==> src/logic/cmd_buffer_cfg.svh <==
// Constants for the registered command buffer with parity check
`ifndef CMD_BUFFER_CFG_SVH
`define CMD_BUFFER_CFG_SVH
`define CA_WIDTH          28
`define CHECK_MASK_CFG0   28'hFFF0F5F
`define CHECK_MASK_CFG1   28'hFAF0FFF
`define ERR_HOLD_CYCLES   2'h2
`define CLK_PERIOD_PS     25000
`define T_INACT_NS        15
`define T_INACT_CYCLES    ((`T_INACT_NS * 1000 + `CLK_PERIOD_PS - 1) / `CLK_PERIOD_PS)
`endif

==> src/logic/cmd_buffer_pkg.sv <==
// Types for the registered command buffer with parity check
package cmd_buffer_pkg;
  typedef logic [27:0] cmd_word_t;
  typedef enum logic [2:0] {
    ERR_IDLE  = 3'h1,
    ERR_HOLD  = 3'h2,
    ERR_SLEEP = 3'h4
  } err_state_t;
endpackage : cmd_buffer_pkg

==> src/logic/cmd_buffer.sv <==
// Registered command/address buffer with select gating and parity check
`timescale 1ns/1ps
`include "cmd_buffer_cfg.svh"

// Overview of operation
// (RQ1) Reset clears registers, outputs low, flag high
// (RQ2) Config select picks the checked input set
// (RQ3) Capture at differential clock crossing
// (RQ4) Gate low: redrive command bits every edge
// (RQ5) Gate high: update only if select low
// (RQ6) Gate and selects high: hold command outputs
// (RQ7) Termination and clock enable never suspended
// (RQ8) Chip selects registered every edge
// (RQ9) Parity bit arrives one cycle after data
// (RQ10) Odd ones count flags error low
// (RQ11) Error appears two cycles after registration
// (RQ12) Single error latches low two cycles
// (RQ13) Consecutive errors keep flag low throughout
// (RQ14) Gate enable ignored by parity check
// (RQ15) Standby: no check, flag holds value
// (RQ16) Error before standby holds through plus two
// (RQ17) Controller keeps inputs valid after reset
// (RQ18) Controller drives inputs low after release
// (RQ19) Flag updated n+2, valid by n+3
// (RQ20) Without qualifying edge outputs hold
module cmd_buffer (
  input  wire logic                      i_clk,
  input  wire logic                      i_resetn,
  input  wire logic                      i_config_select,
  input  wire logic                      i_select_gate_enable,
  input  wire cmd_buffer_pkg::cmd_word_t i_cmd_addr_inputs,
  input  wire logic                      i_chip_select_in_zero_n,
  input  wire logic                      i_chip_select_in_one_n,
  input  wire logic                      i_termination_in_zero,
  input  wire logic                      i_termination_in_one,
  input  wire logic                      i_clock_enable_in_zero,
  input  wire logic                      i_clock_enable_in_one,
  input  wire logic                      i_parity_bit_in,
  output cmd_buffer_pkg::cmd_word_t      o_cmd_addr_outputs_a,
  output cmd_buffer_pkg::cmd_word_t      o_cmd_addr_outputs_b,
  output logic                           o_chip_select_out_zero_n,
  output logic                           o_chip_select_out_one_n,
  output logic                           o_termination_out_zero,
  output logic                           o_termination_out_one,
  output logic                           o_clock_enable_out_zero,
  output logic                           o_clock_enable_out_one,
  output logic                           o_standby_state,
  output logic                           o_parity_error_flag_n,
  output logic                           o_parity_error_oe
);
  import cmd_buffer_pkg::*;

  // Inputs are same-clock logic: the differential crossing is i_clk rising
  cmd_word_t  cmd_q;
  cmd_word_t  next_cmd_q;
  logic       cs0_q;
  logic       cs1_q;
  logic       odt0_q;
  logic       odt1_q;
  logic       cke0_q;
  logic       cke1_q;
  logic       standby;
  logic       next_standby;
  cmd_word_t  chk_word;
  cmd_word_t  next_chk_word;
  logic       chk_valid;
  logic       next_chk_valid;
  logic       odd;
  logic       err_now;
  logic       flag_n;
  logic       next_flag_n;
  logic [1:0] hold_cnt;
  logic [1:0] next_hold_cnt;
  err_state_t state;
  err_state_t next_state;
  logic       qualified;
  logic       err_q;
  logic       next_err_q;
  logic       cfg_sync;

  // Config strap is a slow pin: it reaches the parity map four clocks late,
  // so it must be settled before checked traffic starts
  sync_bit u_cfg_sync (
    .i_clk    (i_clk),
    .i_resetn (i_resetn),
    .i_pin    (i_config_select),
    .o_level  (cfg_sync)
  );

  parity_tree u_parity (
    .i_word          (chk_word),
    .i_config_select (cfg_sync),
    .i_parity_bit    (i_parity_bit_in),
    .o_odd           (odd)
  );

  // A select low at this edge qualifies the cycle; gate enable plays no part
  assign qualified = !i_chip_select_in_zero_n || !i_chip_select_in_one_n;
  assign err_now   = err_q; // [RQ11]

  always_comb begin
    next_cmd_q     = cmd_q;
    next_standby   = i_select_gate_enable && !qualified; // [RQ15]
    if (!i_select_gate_enable || qualified) begin
      next_cmd_q = i_cmd_addr_inputs; // [RQ4] [RQ5]
    end
    // Else the receivers count as off and outputs hold [RQ6]
    // Word is kept for one cycle so the late parity bit meets it [RQ9]
    next_chk_word  = i_cmd_addr_inputs;
    next_chk_valid = qualified;
    // Second stage puts the flag edge at n+2, as the bit only arrives at n+1
    next_err_q     = chk_valid && odd; // [RQ14]
  end

  always_ff @(posedge i_clk) begin
    if (!i_resetn) begin // [RQ1]
      cmd_q     <= '0;
      cs0_q     <= 1'b0;
      cs1_q     <= 1'b0;
      odt0_q    <= 1'b0;
      odt1_q    <= 1'b0;
      cke0_q    <= 1'b0;
      cke1_q    <= 1'b0;
      standby   <= 1'b0;
      chk_word  <= '0;
      chk_valid <= 1'b0;
      err_q     <= 1'b0;
    end else begin // [RQ3]
      cmd_q     <= next_cmd_q;
      cs0_q     <= i_chip_select_in_zero_n; // [RQ8]
      cs1_q     <= i_chip_select_in_one_n;
      odt0_q    <= i_termination_in_zero; // [RQ7]
      odt1_q    <= i_termination_in_one;
      cke0_q    <= i_clock_enable_in_zero;
      cke1_q    <= i_clock_enable_in_one;
      standby   <= next_standby;
      chk_word  <= next_chk_word;
      chk_valid <= next_chk_valid;
      err_q     <= next_err_q;
    end
  end

  // Error flag sequencer: flag falls one edge after the registered check,
  // i.e. n+2 for a word captured at edge n [RQ11] [RQ19]
  always_comb begin
    next_state    = state;
    next_flag_n   = flag_n;
    next_hold_cnt = hold_cnt;
    case (state)
      ERR_IDLE: begin
        if (err_now) begin
          // An error seen as standby starts still gets the stretch [RQ16]
          next_state    = standby ? ERR_SLEEP : ERR_HOLD;
          next_flag_n   = 1'b0;
          next_hold_cnt = `ERR_HOLD_CYCLES - 2'h1;
        end
      end
      ERR_HOLD: begin
        if (standby) begin // [RQ16]
          next_state    = ERR_SLEEP;
          next_hold_cnt = `ERR_HOLD_CYCLES;
        end else if (err_now) begin // [RQ13]
          next_hold_cnt = `ERR_HOLD_CYCLES - 2'h1;
        end else if (hold_cnt != 2'h0) begin // [RQ12]
          next_hold_cnt = hold_cnt - 2'h1;
        end else begin
          next_state  = ERR_IDLE;
          next_flag_n = 1'b1;
        end
      end
      ERR_SLEEP: begin
        // Flag stays low while in standby, then two more cycles
        if (!standby) begin
          next_state    = ERR_HOLD;
          next_hold_cnt = `ERR_HOLD_CYCLES - 2'h1;
        end
      end
      default: begin
        next_state  = ERR_IDLE;
        next_flag_n = 1'b1;
      end
    endcase
  end

  always_ff @(posedge i_clk) begin
    if (!i_resetn) begin
      state    <= ERR_IDLE;
      flag_n   <= 1'b1;
      hold_cnt <= 2'h0;
    end else begin // [RQ20]
      state    <= next_state;
      flag_n   <= next_flag_n;
      hold_cnt <= next_hold_cnt;
    end
  end

  // Both output banks carry the same registered word
  assign o_cmd_addr_outputs_a    = cmd_q;
  assign o_cmd_addr_outputs_b    = cmd_q;
  assign o_chip_select_out_zero_n = cs0_q;
  assign o_chip_select_out_one_n  = cs1_q;
  assign o_termination_out_zero  = odt0_q;
  assign o_termination_out_one   = odt1_q;
  assign o_clock_enable_out_zero = cke0_q;
  assign o_clock_enable_out_one  = cke1_q;
  assign o_standby_state         = standby;
  // Open drain: enable pulls low, released means high
  assign o_parity_error_flag_n   = flag_n;
  assign o_parity_error_oe       = !flag_n;

  chk_reset_clear: assert property (@(posedge i_clk) // [RQ1]
    !i_resetn |=> (cmd_q == '0) && flag_n && !odt0_q)
    else $error("reset did not clear outputs");

  chk_ungated_pass: assert property (@(posedge i_clk) // [RQ4]
    disable iff (!i_resetn)
    !i_select_gate_enable |=> cmd_q == $past(i_cmd_addr_inputs))
    else $error("ungated command word not redriven");

  chk_gated_hold: assert property (@(posedge i_clk) // [RQ6]
    disable iff (!i_resetn)
    (i_select_gate_enable && !qualified) |=> $stable(cmd_q))
    else $error("command outputs changed while gated");

  chk_select_follow: assert property (@(posedge i_clk) // [RQ8]
    disable iff (!i_resetn)
    1'b1 |=> cs1_q == $past(i_chip_select_in_one_n))
    else $error("chip select output not registered");

  chk_odt_follow: assert property (@(posedge i_clk) // [RQ7]
    disable iff (!i_resetn)
    1'b1 |=> odt1_q == $past(i_termination_in_one))
    else $error("termination output suspended");

  chk_err_latency: assert property (@(posedge i_clk) // [RQ11]
    disable iff (!i_resetn)
    qualified ##1 (odd && chk_valid) |=> ##1 !flag_n)
    else $error("error flag not low two cycles after word");

  chk_err_min_low: assert property (@(posedge i_clk) // [RQ12]
    disable iff (!i_resetn)
    $fell(flag_n) |=> !flag_n)
    else $error("error flag released before two cycles");

  chk_err_persist: assert property (@(posedge i_clk) // [RQ13]
    disable iff (!i_resetn)
    err_now |=> !flag_n)
    else $error("error flag high during persisting errors");

  chk_standby_hold: assert property (@(posedge i_clk) // [RQ16]
    disable iff (!i_resetn)
    (!flag_n && standby) |=> !flag_n)
    else $error("error flag released during standby");

  chk_clean_release: assert property (@(posedge i_clk) // [RQ15]
    disable iff (!i_resetn)
    (flag_n && !err_now) |=> flag_n)
    else $error("error flag fell without a parity error");

  chk_select_zero: assert property (@(posedge i_clk) // [RQ8]
    disable iff (!i_resetn)
    1'b1 |=> cs0_q == $past(i_chip_select_in_zero_n))
    else $error("chip select zero output not registered");

  chk_odt_zero: assert property (@(posedge i_clk) // [RQ7]
    disable iff (!i_resetn)
    1'b1 |=> odt0_q == $past(i_termination_in_zero))
    else $error("termination zero output suspended");

  chk_cke_follow: assert property (@(posedge i_clk) // [RQ7]
    disable iff (!i_resetn)
    1'b1 |=> {cke0_q, cke1_q} == $past({i_clock_enable_in_zero, i_clock_enable_in_one}))
    else $error("clock enable output suspended");

  chk_gated_pass: assert property (@(posedge i_clk) // [RQ5]
    disable iff (!i_resetn)
    (i_select_gate_enable && qualified) |=> cmd_q == $past(i_cmd_addr_inputs))
    else $error("selected command word not redriven");

  chk_standby_entry: assert property (@(posedge i_clk) // [RQ15]
    disable iff (!i_resetn)
    (i_select_gate_enable && !qualified) |=> standby)
    else $error("standby not entered");

  chk_standby_exit: assert property (@(posedge i_clk) // [RQ15]
    disable iff (!i_resetn)
    qualified |=> !standby)
    else $error("standby kept with a select low");

  chk_sleep_release: assert property (@(posedge i_clk) // [RQ16]
    disable iff (!i_resetn)
    (!flag_n && !standby && $past(standby)) |=> !flag_n ##1 !flag_n)
    else $error("error flag released too soon after standby");

  chk_single_release: assert property (@(posedge i_clk) // [RQ12]
    disable iff (!i_resetn)
    ($fell(flag_n) && state == ERR_HOLD && !err_now && !standby)
      ##1 (!err_now && !standby) |=> flag_n)
    else $error("single error flag not released after two cycles");

  chk_even_no_error: assert property (@(posedge i_clk) // [RQ10]
    disable iff (!i_resetn)
    (chk_valid && !odd && flag_n && !err_now) |=> ##1 flag_n)
    else $error("error flag fell for an even-parity word");
endmodule : cmd_buffer

==> src/logic/sync_bit.sv <==
// Three-stage synchroniser with agreement filter for one pin input
`timescale 1ns/1ps
module sync_bit (
  input  wire logic i_clk,
  input  wire logic i_resetn,
  input  wire logic i_pin,
  output logic      o_level
);
  logic s1;
  logic s2;
  logic s3;
  logic next_level;

  always_comb begin
    next_level = o_level;
    if (s2 == s3) begin
      next_level = s3;
    end
  end

  always_ff @(posedge i_clk) begin
    if (!i_resetn) begin
      s1      <= 1'b0;
      s2      <= 1'b0;
      s3      <= 1'b0;
      o_level <= 1'b0;
    end else begin
      s1      <= i_pin;
      s2      <= s1;
      s3      <= s2;
      o_level <= next_level;
    end
  end
endmodule : sync_bit

==> src/logic/parity_tree.sv <==
// Even-parity reduction over the selected command bits
`timescale 1ns/1ps
`include "cmd_buffer_cfg.svh"
module parity_tree (
  input  wire cmd_buffer_pkg::cmd_word_t i_word,
  input  wire logic                      i_config_select,
  input  wire logic                      i_parity_bit,
  output logic                           o_odd
);
  import cmd_buffer_pkg::*;
  cmd_word_t mask;

  always_comb begin
    // Bit k of the mask stands for input number k+1 [RQ2]
    mask  = i_config_select ? cmd_word_t'(`CHECK_MASK_CFG1)
                            : cmd_word_t'(`CHECK_MASK_CFG0);
    o_odd = ^(i_word & mask) ^ i_parity_bit; // [RQ10]
  end
endmodule : parity_tree

==> config.mk <==
export PLATFORM = sky130hd
export DESIGN_NAME = cmd_buffer
export DESIGN_NICKNAME = d
export VERILOG_FILES = /design/src/logic/cmd_buffer_pkg.sv /design/src/logic/cmd_buffer.sv /design/src/logic/sync_bit.sv /design/src/logic/parity_tree.sv
export VERILOG_INCLUDE_DIRS = /design/src /design/src/logic
export SDC_FILE = /design/constraint.sdc
export NUM_CORES = 1
export LEC_CHECK = 0
export BUFFER_PORTS_ARGS = -buffer_cell sky130_fd_sc_hd__buf_2
export CELL_PAD_IN_SITES_DETAIL_PLACEMENT = 1
export CELL_PAD_IN_SITES_GLOBAL_PLACEMENT = 2
export CORE_UTILIZATION = 31
export CTS_CLUSTER_SIZE = 24
export DETAILED_ROUTE_END_ITERATION = 12
export GPL_TIMING_DRIVEN = 0
export HOLD_SLACK_MARGIN = 0.02
export PLACE_DENSITY_LB_ADDON = 0.05
export SLEW_MARGIN = 20
export SYNTH_ARGS = -nofsm -noshare
export SYNTH_HDL_FRONTEND = slang
export SYNTH_SLANG_ARGS = --single-unit
==> constraint.sdc <==
create_clock -name i_clk -period 4.2 [get_ports i_clk]
set_input_delay 0.42 -clock i_clk [delete_from_list [all_inputs] [get_ports i_clk]]
set_output_delay 0.42 -clock i_clk [all_outputs]
set_load 0.1 [all_outputs]
**Word level (Yosys, flattened, before mapping)**

Cells that the tools add are included.

- Bits of input ports: 39
- Word-level logic and storage cells: 68
- Output and inout bits: 65
- Register bits: 75

- Mux-type cells: 19
- Add/subtract/negate cells: 1
- Bitwise logic cells: 3
- Reduce and logical (&&, ||, !) cells: 15
- Equal/unequal tests: 12

Operator list:

| kind | count |
|---|---|
| $and A28 B28 Y28 | 1 |
| $reduce_xor A28 Y1 | 1 |
| $mux W23 | 1 |
| $mux W3 | 6 |
| $mux W2 | 5 |
| $ne A2 B2 Y1 const B | 5 |
| $pmux W3 S3 | 1 |
| $reduce_and A4 Y1 | 2 |
| $ne A3 B3 Y1 const B | 2 |
| $pmux W2 S3 | 1 |
| $logic_not A1 Y1 | 5 |
| $reduce_and A5 Y1 | 1 |
| $mux W1 | 4 |
| $ne A4 B4 Y1 const B | 1 |
| $eq A3 B1 Y1 const B | 1 |
| $eq A3 B2 Y1 const B | 1 |
| $eq A3 B3 Y1 const B | 1 |
| $pmux W1 S3 | 1 |
| $reduce_bool A3 Y1 | 1 |
| $logic_and A1 B1 Y1 | 2 |
| $logic_or A1 B1 Y1 | 2 |
| $reduce_bool A2 Y1 | 1 |
| $sub A2 B1 Y2 const B | 1 |
| $eq A1 B1 Y1 | 1 |
| 2 further kinds | 2 |

**Depth between registers and ports, before layout**

Gate-level depths: netlist of run 1.

- Depth after elaboration: 5
- Gate-level depth with buffers: 6
- Gate-level depth less buffers: 6

**Hierarchy**

Synthesis of run 1 repeated with hierarchy kept, for this count alone.

- Cell total of the unflattened synthesis: 242
- Area total of the unflattened synthesis: 2,756.4 um^2

By module, submodules not included:

| module | instances | area an instance (um^2) | cells an instance |
|---|---|---|---|
| cmd_buffer | 1 | 2,402.3 | 210 |
| parity_tree | 1 | 237.7 | 22 |
| sync_bit | 1 | 116.4 | 10 |

**Least setup slack after synthesis of run 1**

No wires, ideal clock.

- Path kind: flip-flop to output port
- Start point: register flag_n (netlist: o_parity_error_flag_n)
- End point: output o_parity_error_oe
- Stages on the path, launching flop included: 2
- Data arrival time: 1.626 ns
- Setup slack: 2.154 ns
- Data required time: 3.780 ns
- Path through: dfxtp_1 -> inv_1

- Word-level cells in the longest chain between the ends: 1

RTL lines:

| what | RTL line | RTL |
|---|---|---|
| from (decl) | cmd_buffer.sv:70 | `logic flag_n;` |
| from (signal assigned) | cmd_buffer.sv:192 | `flag_n <= next_flag_n;` |
| $logic_not A1 Y1 | cmd_buffer.sv:209 | `assign o_parity_error_oe = !flag_n;` |
| to (decl) | cmd_buffer.sv:49 | `output logic o_parity_error_oe` |

No other way between the ends.

**Worst setup path after layout of run 1**

- Start point: register standby (netlist: o_standby_state)
- End point: output o_standby_state

RTL lines:

| what | RTL line | RTL |
|---|---|---|
| from (decl) | cmd_buffer.sv:62 | `logic standby;` |
| from (signal assigned) | cmd_buffer.sv:136 | `standby <= next_standby;` |
| to (decl) | cmd_buffer.sv:47 | `output logic o_standby_state,` |

No word-level cell between the ends.

==> flow_summary.ini, run 1 <==
[outcome]
outcome = complete, no violations

[critical_path]
cpPeakStageDelay_ns = 0.51
critical_path.reg2reg.endpoint = err_now$_SDFF_PN0_
worstSetupPathType = reg -> out
reg2reg_depth = 5
setup.reg_to_reg.worst_slack_ns = 2.53
worst-path-max-fanout = 9
cp-endpoint = o_standby_state
timing.critical_path.required_ns = 3.78
worst-path-stages = 1
critPathCaptureType = output pin
cpLargestDelayFamily = flip-flops
cpMaxStageDelayCell = dfxtp_1
crit_path_start = o_standby_state$_SDFF_PN0_
critical_path.cell_chain = buf_2
critical_path.startpoint_type = flip-flop
r2r-start = chk_word[27]$_SDFF_PN0_
cp_data_arrival_time_ns = 1.33
timing.critical_path.buf_inv = 1

[die]
rows = 33
die_x_um = 94.4
die-height_um = 94.4
floorplan.initialDensity_pct = 32.1
boundaryPins = 104
standard_cell_core_area_um2 = 8260
die-area_um2 = 8920

[detailed_routing]
route.antenna.remaining_nets = 0
drt-wirelength-per-cell_um = 12.7
drt_iter0_drc = 51
drc_errors = 0
detail_route.vias_per_cell = 4.34
routed-via-count = 2040
detail_route.wirelength_mm = 5.96
1st_pass_router_iterations = 4

[sta]
setup_tns_ns = 0
slew-limit-headroom_pct = 63.7
period_share_pct = 41.8
timing.hold.ws_ns = 0.288
slew_violations = 0
number_of_hold_violations_in_the_final_report = 0
grt_setup_unrepaired = false
finalWorstPathRequiredPeriod_ns = 1.75
setup_violations = 0
peak_clock_frequency_supported_by_timing_ghz = 0.570
transition_at_the_pin_with_the_smallest_max_transition_slack_ns = 0.544
finalClockSkew_ns = 0.00584

[synthesis]
syn-instance-count = 246
yosysSeqAreaShare_pct = 53.7
syn-num-nets = 286
synthesis.area_per_instance_um2 = 10.8
post_synth_instance_area_um2 = 2650
ys_ff_latch = 71
ys_warn_count = 0
synth_cell_type_count = 32

[power_and_ir_drop]
p_leak_uw = 0.00169
cellPowerDensity_nw_per_um2 = 530
worst_ir_drop_vdd_mv = 0.202

[clocking]
cts_setup_buffers = 0
clock_insertion_delay_worst_skew_ns = 0.33
cts_tree = yes
cts_resized = 0
clock-root-buffer = clkbuf_8
cts-hold-fix-buffers = 0
ctsHtreeMaxLevel = 3
clk_pin_slew_worst_paths_ns = 0.07
numCtsBuffers = 9
numClockSinks = 71
max_clock_buf_depth = 2

[global_routing]
grt.met3_usage_pct = 3.78
global_route.overflow_total = 0
grt_pass1_wl_mm = 9.32
grtUsageMet2_pct = 22.8
grt-busiest-layer = met2
vias_in_the_first_global_route = 1924
global_route.usage.met1_pct = 16.9
antenna_found_initial = 0
grt_start_max_net_pins = 12
grt_usage_pct = 14.0

[final_layout]
area_of_the_multi_input_gates_um2 = 957
area_growth_syn_to_layout_pct = 31.1
n_fill_cell = 1005
post_route_cells_drive_above_1_share_pct = 40.8
fin_nets = 400
finished_layout_cells = 470
finish.utilization_pct = 42.0
register_area_um2 = 1420
n_antenna_cell = 0

[worst_hold_path]
min_path_type = in -> reg

[placement]
routabilityCongestion = 0.701
buffer_ports.inserted = 103
dp_hpwl_mm = 4.35
placed_cells = 454

[run]
timing.max_cap.violations = 0
==> layout by cell type, fill, tap and decap left out, types with 2 or more instances in the layout <==
cell      synthesis  layout
clkbuf_1          9      11
xnor3_1           3       3
xor2_1            3       3
clkinv_2          0       2
and2_1           33      33
nor2_1            5       5
and3_1            2       2
clkbuf_8          0      11
o22a_1           24      24
nand2_1          13      13
buf_4            28      28
o211a_1           2       2
xnor2_2           2       2
dfxtp_1          71      71
inv_1             6       6
xnor2_1          12      12
nand2b_1          2       2
buf_2             0     103
o21ai_0           4       4
a21oi_1          12      12
==> worst min path at each step <==
stage	startpoint	endpoint	slack (ns)	depth (start not counted)
final	i_clock_enable_in_one	o_clock_enable_out_one$_SDFF_PN0_	0.29	2
after CTS	i_clock_enable_in_one	o_clock_enable_out_one$_SDFF_PN0_	0.27	2
after detailed placement	u_cfg_sync.s1$_SDFF_PN0_	u_cfg_sync.s2$_SDFF_PN0_	0.43	1
after floorplan	u_cfg_sync.s1$_SDFF_PN0_	u_cfg_sync.s2$_SDFF_PN0_	0.41	1
after global routing	i_clock_enable_in_one	o_clock_enable_out_one$_SDFF_PN0_	0.27	2
after global placement	u_cfg_sync.s1$_SDFF_PN0_	u_cfg_sync.s2$_SDFF_PN0_	0.42	1
==> registers in the layout (all words and copies together), names as in the netlist, 2 cells and up <==
| register | cells |
|---|---|
| chk_word | 24 |
| hold_cnt | 2 |
| state | 3 |
| o_cmd_addr_outputs_a | 28 |
==> cells in the mapped netlist (all sizes together) <==
library cell | count | area [µm²]
nor2 | 5 | 18.8
xor2 | 3 | 26.3
nand3b | 1 | 7.51
and2 | 33 | 206
o211a | 2 | 20.0
nand2b | 2 | 12.5
nor4b | 1 | 8.76
mux2i | 1 | 10.0
buf | 28 | 210
o21ai | 4 | 20.0
ha | 1 | 12.5
o22ai | 1 | 6.26
a2111oi | 1 | 8.76
a21oi | 12 | 60.1
a211oi | 2 | 20.0
o211ai | 1 | 7.51
xnor2 | 14 | 138
nand2 | 13 | 48.8
nor3 | 1 | 5.00
nand3 | 1 | 5.00
o22a | 24 | 210
clkbuf | 9 | 33.8
nor4 | 1 | 6.26
and3 | 2 | 12.5
xnor3 | 3 | 67.6
mux2 | 1 | 11.3
inv | 7 | 26.3
dfxtp | 71 | 1420
nor3b | 1 | 7.51
==> area by class of cell <==
cell class	instances	share of cell area (%)
repair buffers	103	14.8
well taps	105	3.78
clock buffers	13	4.58
inverters	7	0.757
multi-input cells	131	27.6
plain buffers	37	7.03
flip-flops and latches	71	40.9
clock inverters	3	0.505
==> routing by layer <==
layer | vias to the layer above | part of all wire [%]
li1 | 1030 | -
met1 | 947 | 46
met2 | 56 | 48
met3 | 7 | 5.2
met4 | 0 | 1.4
met5 | - | 0
==> cell families after synthesis <==
group / Yosys count / synth area share (%)
AO/OA/AOI/OAI: 47 / 13.3
adder cells (fa/ha/maj): 1 / 0.472
buffers and inverters: 44 / 10.2
XOR/XNOR: 20 / 8.74
multiplexers: 2 / 0.803
AND/OR/NAND/NOR: 61 / 12.8
flip-flops: 71 / 53.7
==> report_power, final <==
part	internal, µW	switching, µW	leakage, µW
Combinational	151	443	0.00101
Sequential	723	36.4	0.000590
Clock	245	242	0.0000894
==> metrics by stage <==
stage	cell area (µm²)	total power, µW	worst slack, ns
after global routing	3470	1930	2.39
after floorplan	2650	1280	2.15
final	3470	1840	2.45
after global placement	3300	1370	2.36
after CTS	3470	1870	2.42
after detailed placement	3300	1370	2.37
Note: power is estimated with default switching activity, not from simulation.
==> inputs of run 2 (changes only) <==
Settings changed: CORE_UTILIZATION 31 to 26.
Clock period 4.2 ns to 1.6 ns, I/O delays scaled along.
==> run 2 against run 1 <==
- flip-flop and latch count unchanged
- largest power group unchanged
- hold slack worse by 0.24 ns
- combinational power rose to 2.7 times the previous value
- the run now ends with setup timing left
- register-to-register slack worse by 2.6 ns
- clock skew down 0.0020 ns
- die area up 19%
- clock power rose to 2.5 times the previous value
==> flow_summary.ini, run 2 (synthesis results as in run 1) <==
[outcome]
outcome = finished with violations
failed_checks = setup timing

[global_routing]
global_route.overflow_total = 0
antenna_found_initial = 0
vias_in_the_first_global_route = 2030
grt_start_max_net_pins = 12
grt_usage_pct = 12.8
grt_pass1_wl_mm = 10.1

[final_layout]
finished_layout_cells = 502
fin_nets = 405
register_area_um2 = 1430
commonest_non_fill_non_tap_cell_in_the_layout = buf_2
n_antenna_cell = 0
finish.utilization_pct = 36.3
area_of_the_multi_input_gates_um2 = 968
post_route_cells_drive_above_1_share_pct = 43.1
post-route-cell-area_um2 = 3570
area_growth_syn_to_layout_pct = 34.6
n_fill_cell = 1191
most-common-layout-cells = buf_2 (103), dfxtp_1 (67), and2_1 (33), buf_4 (28), o22a_1 (24)
largest_register_ffs = 28

[power_and_ir_drop]
cellPowerDensity_nw_per_um2 = 1350
worst_ir_drop_vdd_mv = 0.451
p_leak_uw = 0.00170

[sta]
transition_at_the_pin_with_the_smallest_max_transition_slack_ns = 0.593
setup_violations = 1
number_of_hold_violations_in_the_final_report = 0
slew_violations = 0
peak_clock_frequency_supported_by_timing_ghz = 0.610
finalClockSkew_ns = 0.00382
period_share_pct = 102
setup_tns_ns = -0.0398
grt_setup_unrepaired = true
slew-limit-headroom_pct = 60.4
final_critical_path_setup_slack_ns = -0.0398
finalWorstPathRequiredPeriod_ns = 1.64

[die]
boundaryPins = 104
rows = 36
die-area_um2 = 10600
floorplan.initialDensity_pct = 27.0
standard_cell_core_area_um2 = 9820
die-height_um = 103
die_x_um = 103

[placement]
placed_cells = 482
buffer_ports.inserted = 103
place_ws_ns = -0.0730
dp_hpwl_mm = 4.59
placement.cell_area_um2 = 3340
routabilityCongestion = 0.715

[critical_path]
worstSetupPathType = reg -> reg
cpPeakStageDelay_ns = 0.34
reg2reg_depth = 5
critical_path.cell_chain = xnor3_1 -> xnor3_2 -> xnor2_2 -> xnor3_1 -> and3_1
worst_path_most_repeated_cell = xnor3_1
critical_path.startpoint_type = flip-flop
worst-path-max-fanout = 1
timing.critical_path.required_ns = 1.83
critPathCaptureType = flip-flop
cpMaxStageDelayCell = xnor3_1
cp_data_arrival_time_ns = 1.87

[detailed_routing]
route.antenna.remaining_nets = 0
drt_iter0_drc = 27
drt-wirelength-per-cell_um = 12.6
routed-via-count = 2069
drc_errors = 0
1st_pass_router_iterations = 4
detail_route.wirelength_mm = 6.32
detail_route.vias_per_cell = 4.12

[clocking]
ctsHtreeMaxLevel = 3
numCtsBuffers = 9
clock_insertion_delay_worst_skew_ns = 0.34
cts_tree = yes
max_clock_buf_depth = 2
clock-root-buffer = clkbuf_8
clk_pin_slew_worst_paths_ns = 0.07
numClockSinks = 71

[worst_hold_path]
hold-path-cell-count = 2
min_path_type = in -> reg

[run]
timing.max_cap.violations = 0
## run 2: final timing paths
check,start,slack (ns),to
setup / recovery,chk_word[26]$_SDFF_PN0_,-0.04,err_now$_SDFF_PN0_
hold / removal,i_chip_select_in_one_n,0.05,chk_valid$_SDFF_PN0_
setup reg to reg,chk_word[26]$_SDFF_PN0_,-0.04,err_now$_SDFF_PN0_
hold reg to reg,u_cfg_sync.s1$_SDFF_PN0_,0.45,u_cfg_sync.s2$_SDFF_PN0_
## run 2: worst max-delay path, delay by kind of cell, from the launching register on
kind	cells	cell delay (ns)
xor gates and xnor gates	4	1.03
DFF	1	0.32
and+or+nand+nor	1	0.19
## run 2: stage by stage
stage	total power, µW	hold slack [ns]
2_1_floorplan	3350	0.252
3_3_place_gp	3620	0.371
3_5_place_dp	3620	0.371
4_1_cts	4890	0.0245
5_1_grt	5050	0.0283
6_report	4820	0.0453
## run 2: power breakdown
part / internal, µW / leakage (µW) / switching, µW
clock: 589 / 0.0000850 / 636
combinational: 417 / 0.00103 / 1180
sequential: 1900 / 0.000591 / 98.4
total: 2900 / 0.00170 / 1910
## run 2: what timing repair did
action,CTS,global route
setup endpoints to repair,2,3
cloned,0,0
buffers inserted,0,0
hold buffers,4,1
pin swaps,2,2
hold endpoints to repair,4,1
resized for setup,4,3
## run 2: per-layer routing
metal | global-route usage, % | share of wire [%] | wire length [µm] | up-vias
met1 | 15.1 | 45 | 2830 | 959
met4 | 5.20 | 1.7 | 107 | 0
li1 | - | - | - | 1043
met3 | 4.81 | 5.6 | 353 | 8
met5 | 0 | 0 | 0 | -
met2 | 21.0 | 48 | 3030 | 59
## run 2: cell type report
type                    instances  area share [%]
plain buffers                  37            6.88
clock buffers                  11            3.96
clock inverters                 4           0.632
inverters                       7           0.842
multi-input cells             131            27.2
flip-flops and latches         71            40.0
well taps                     133            4.67
repair buffers                108            15.9
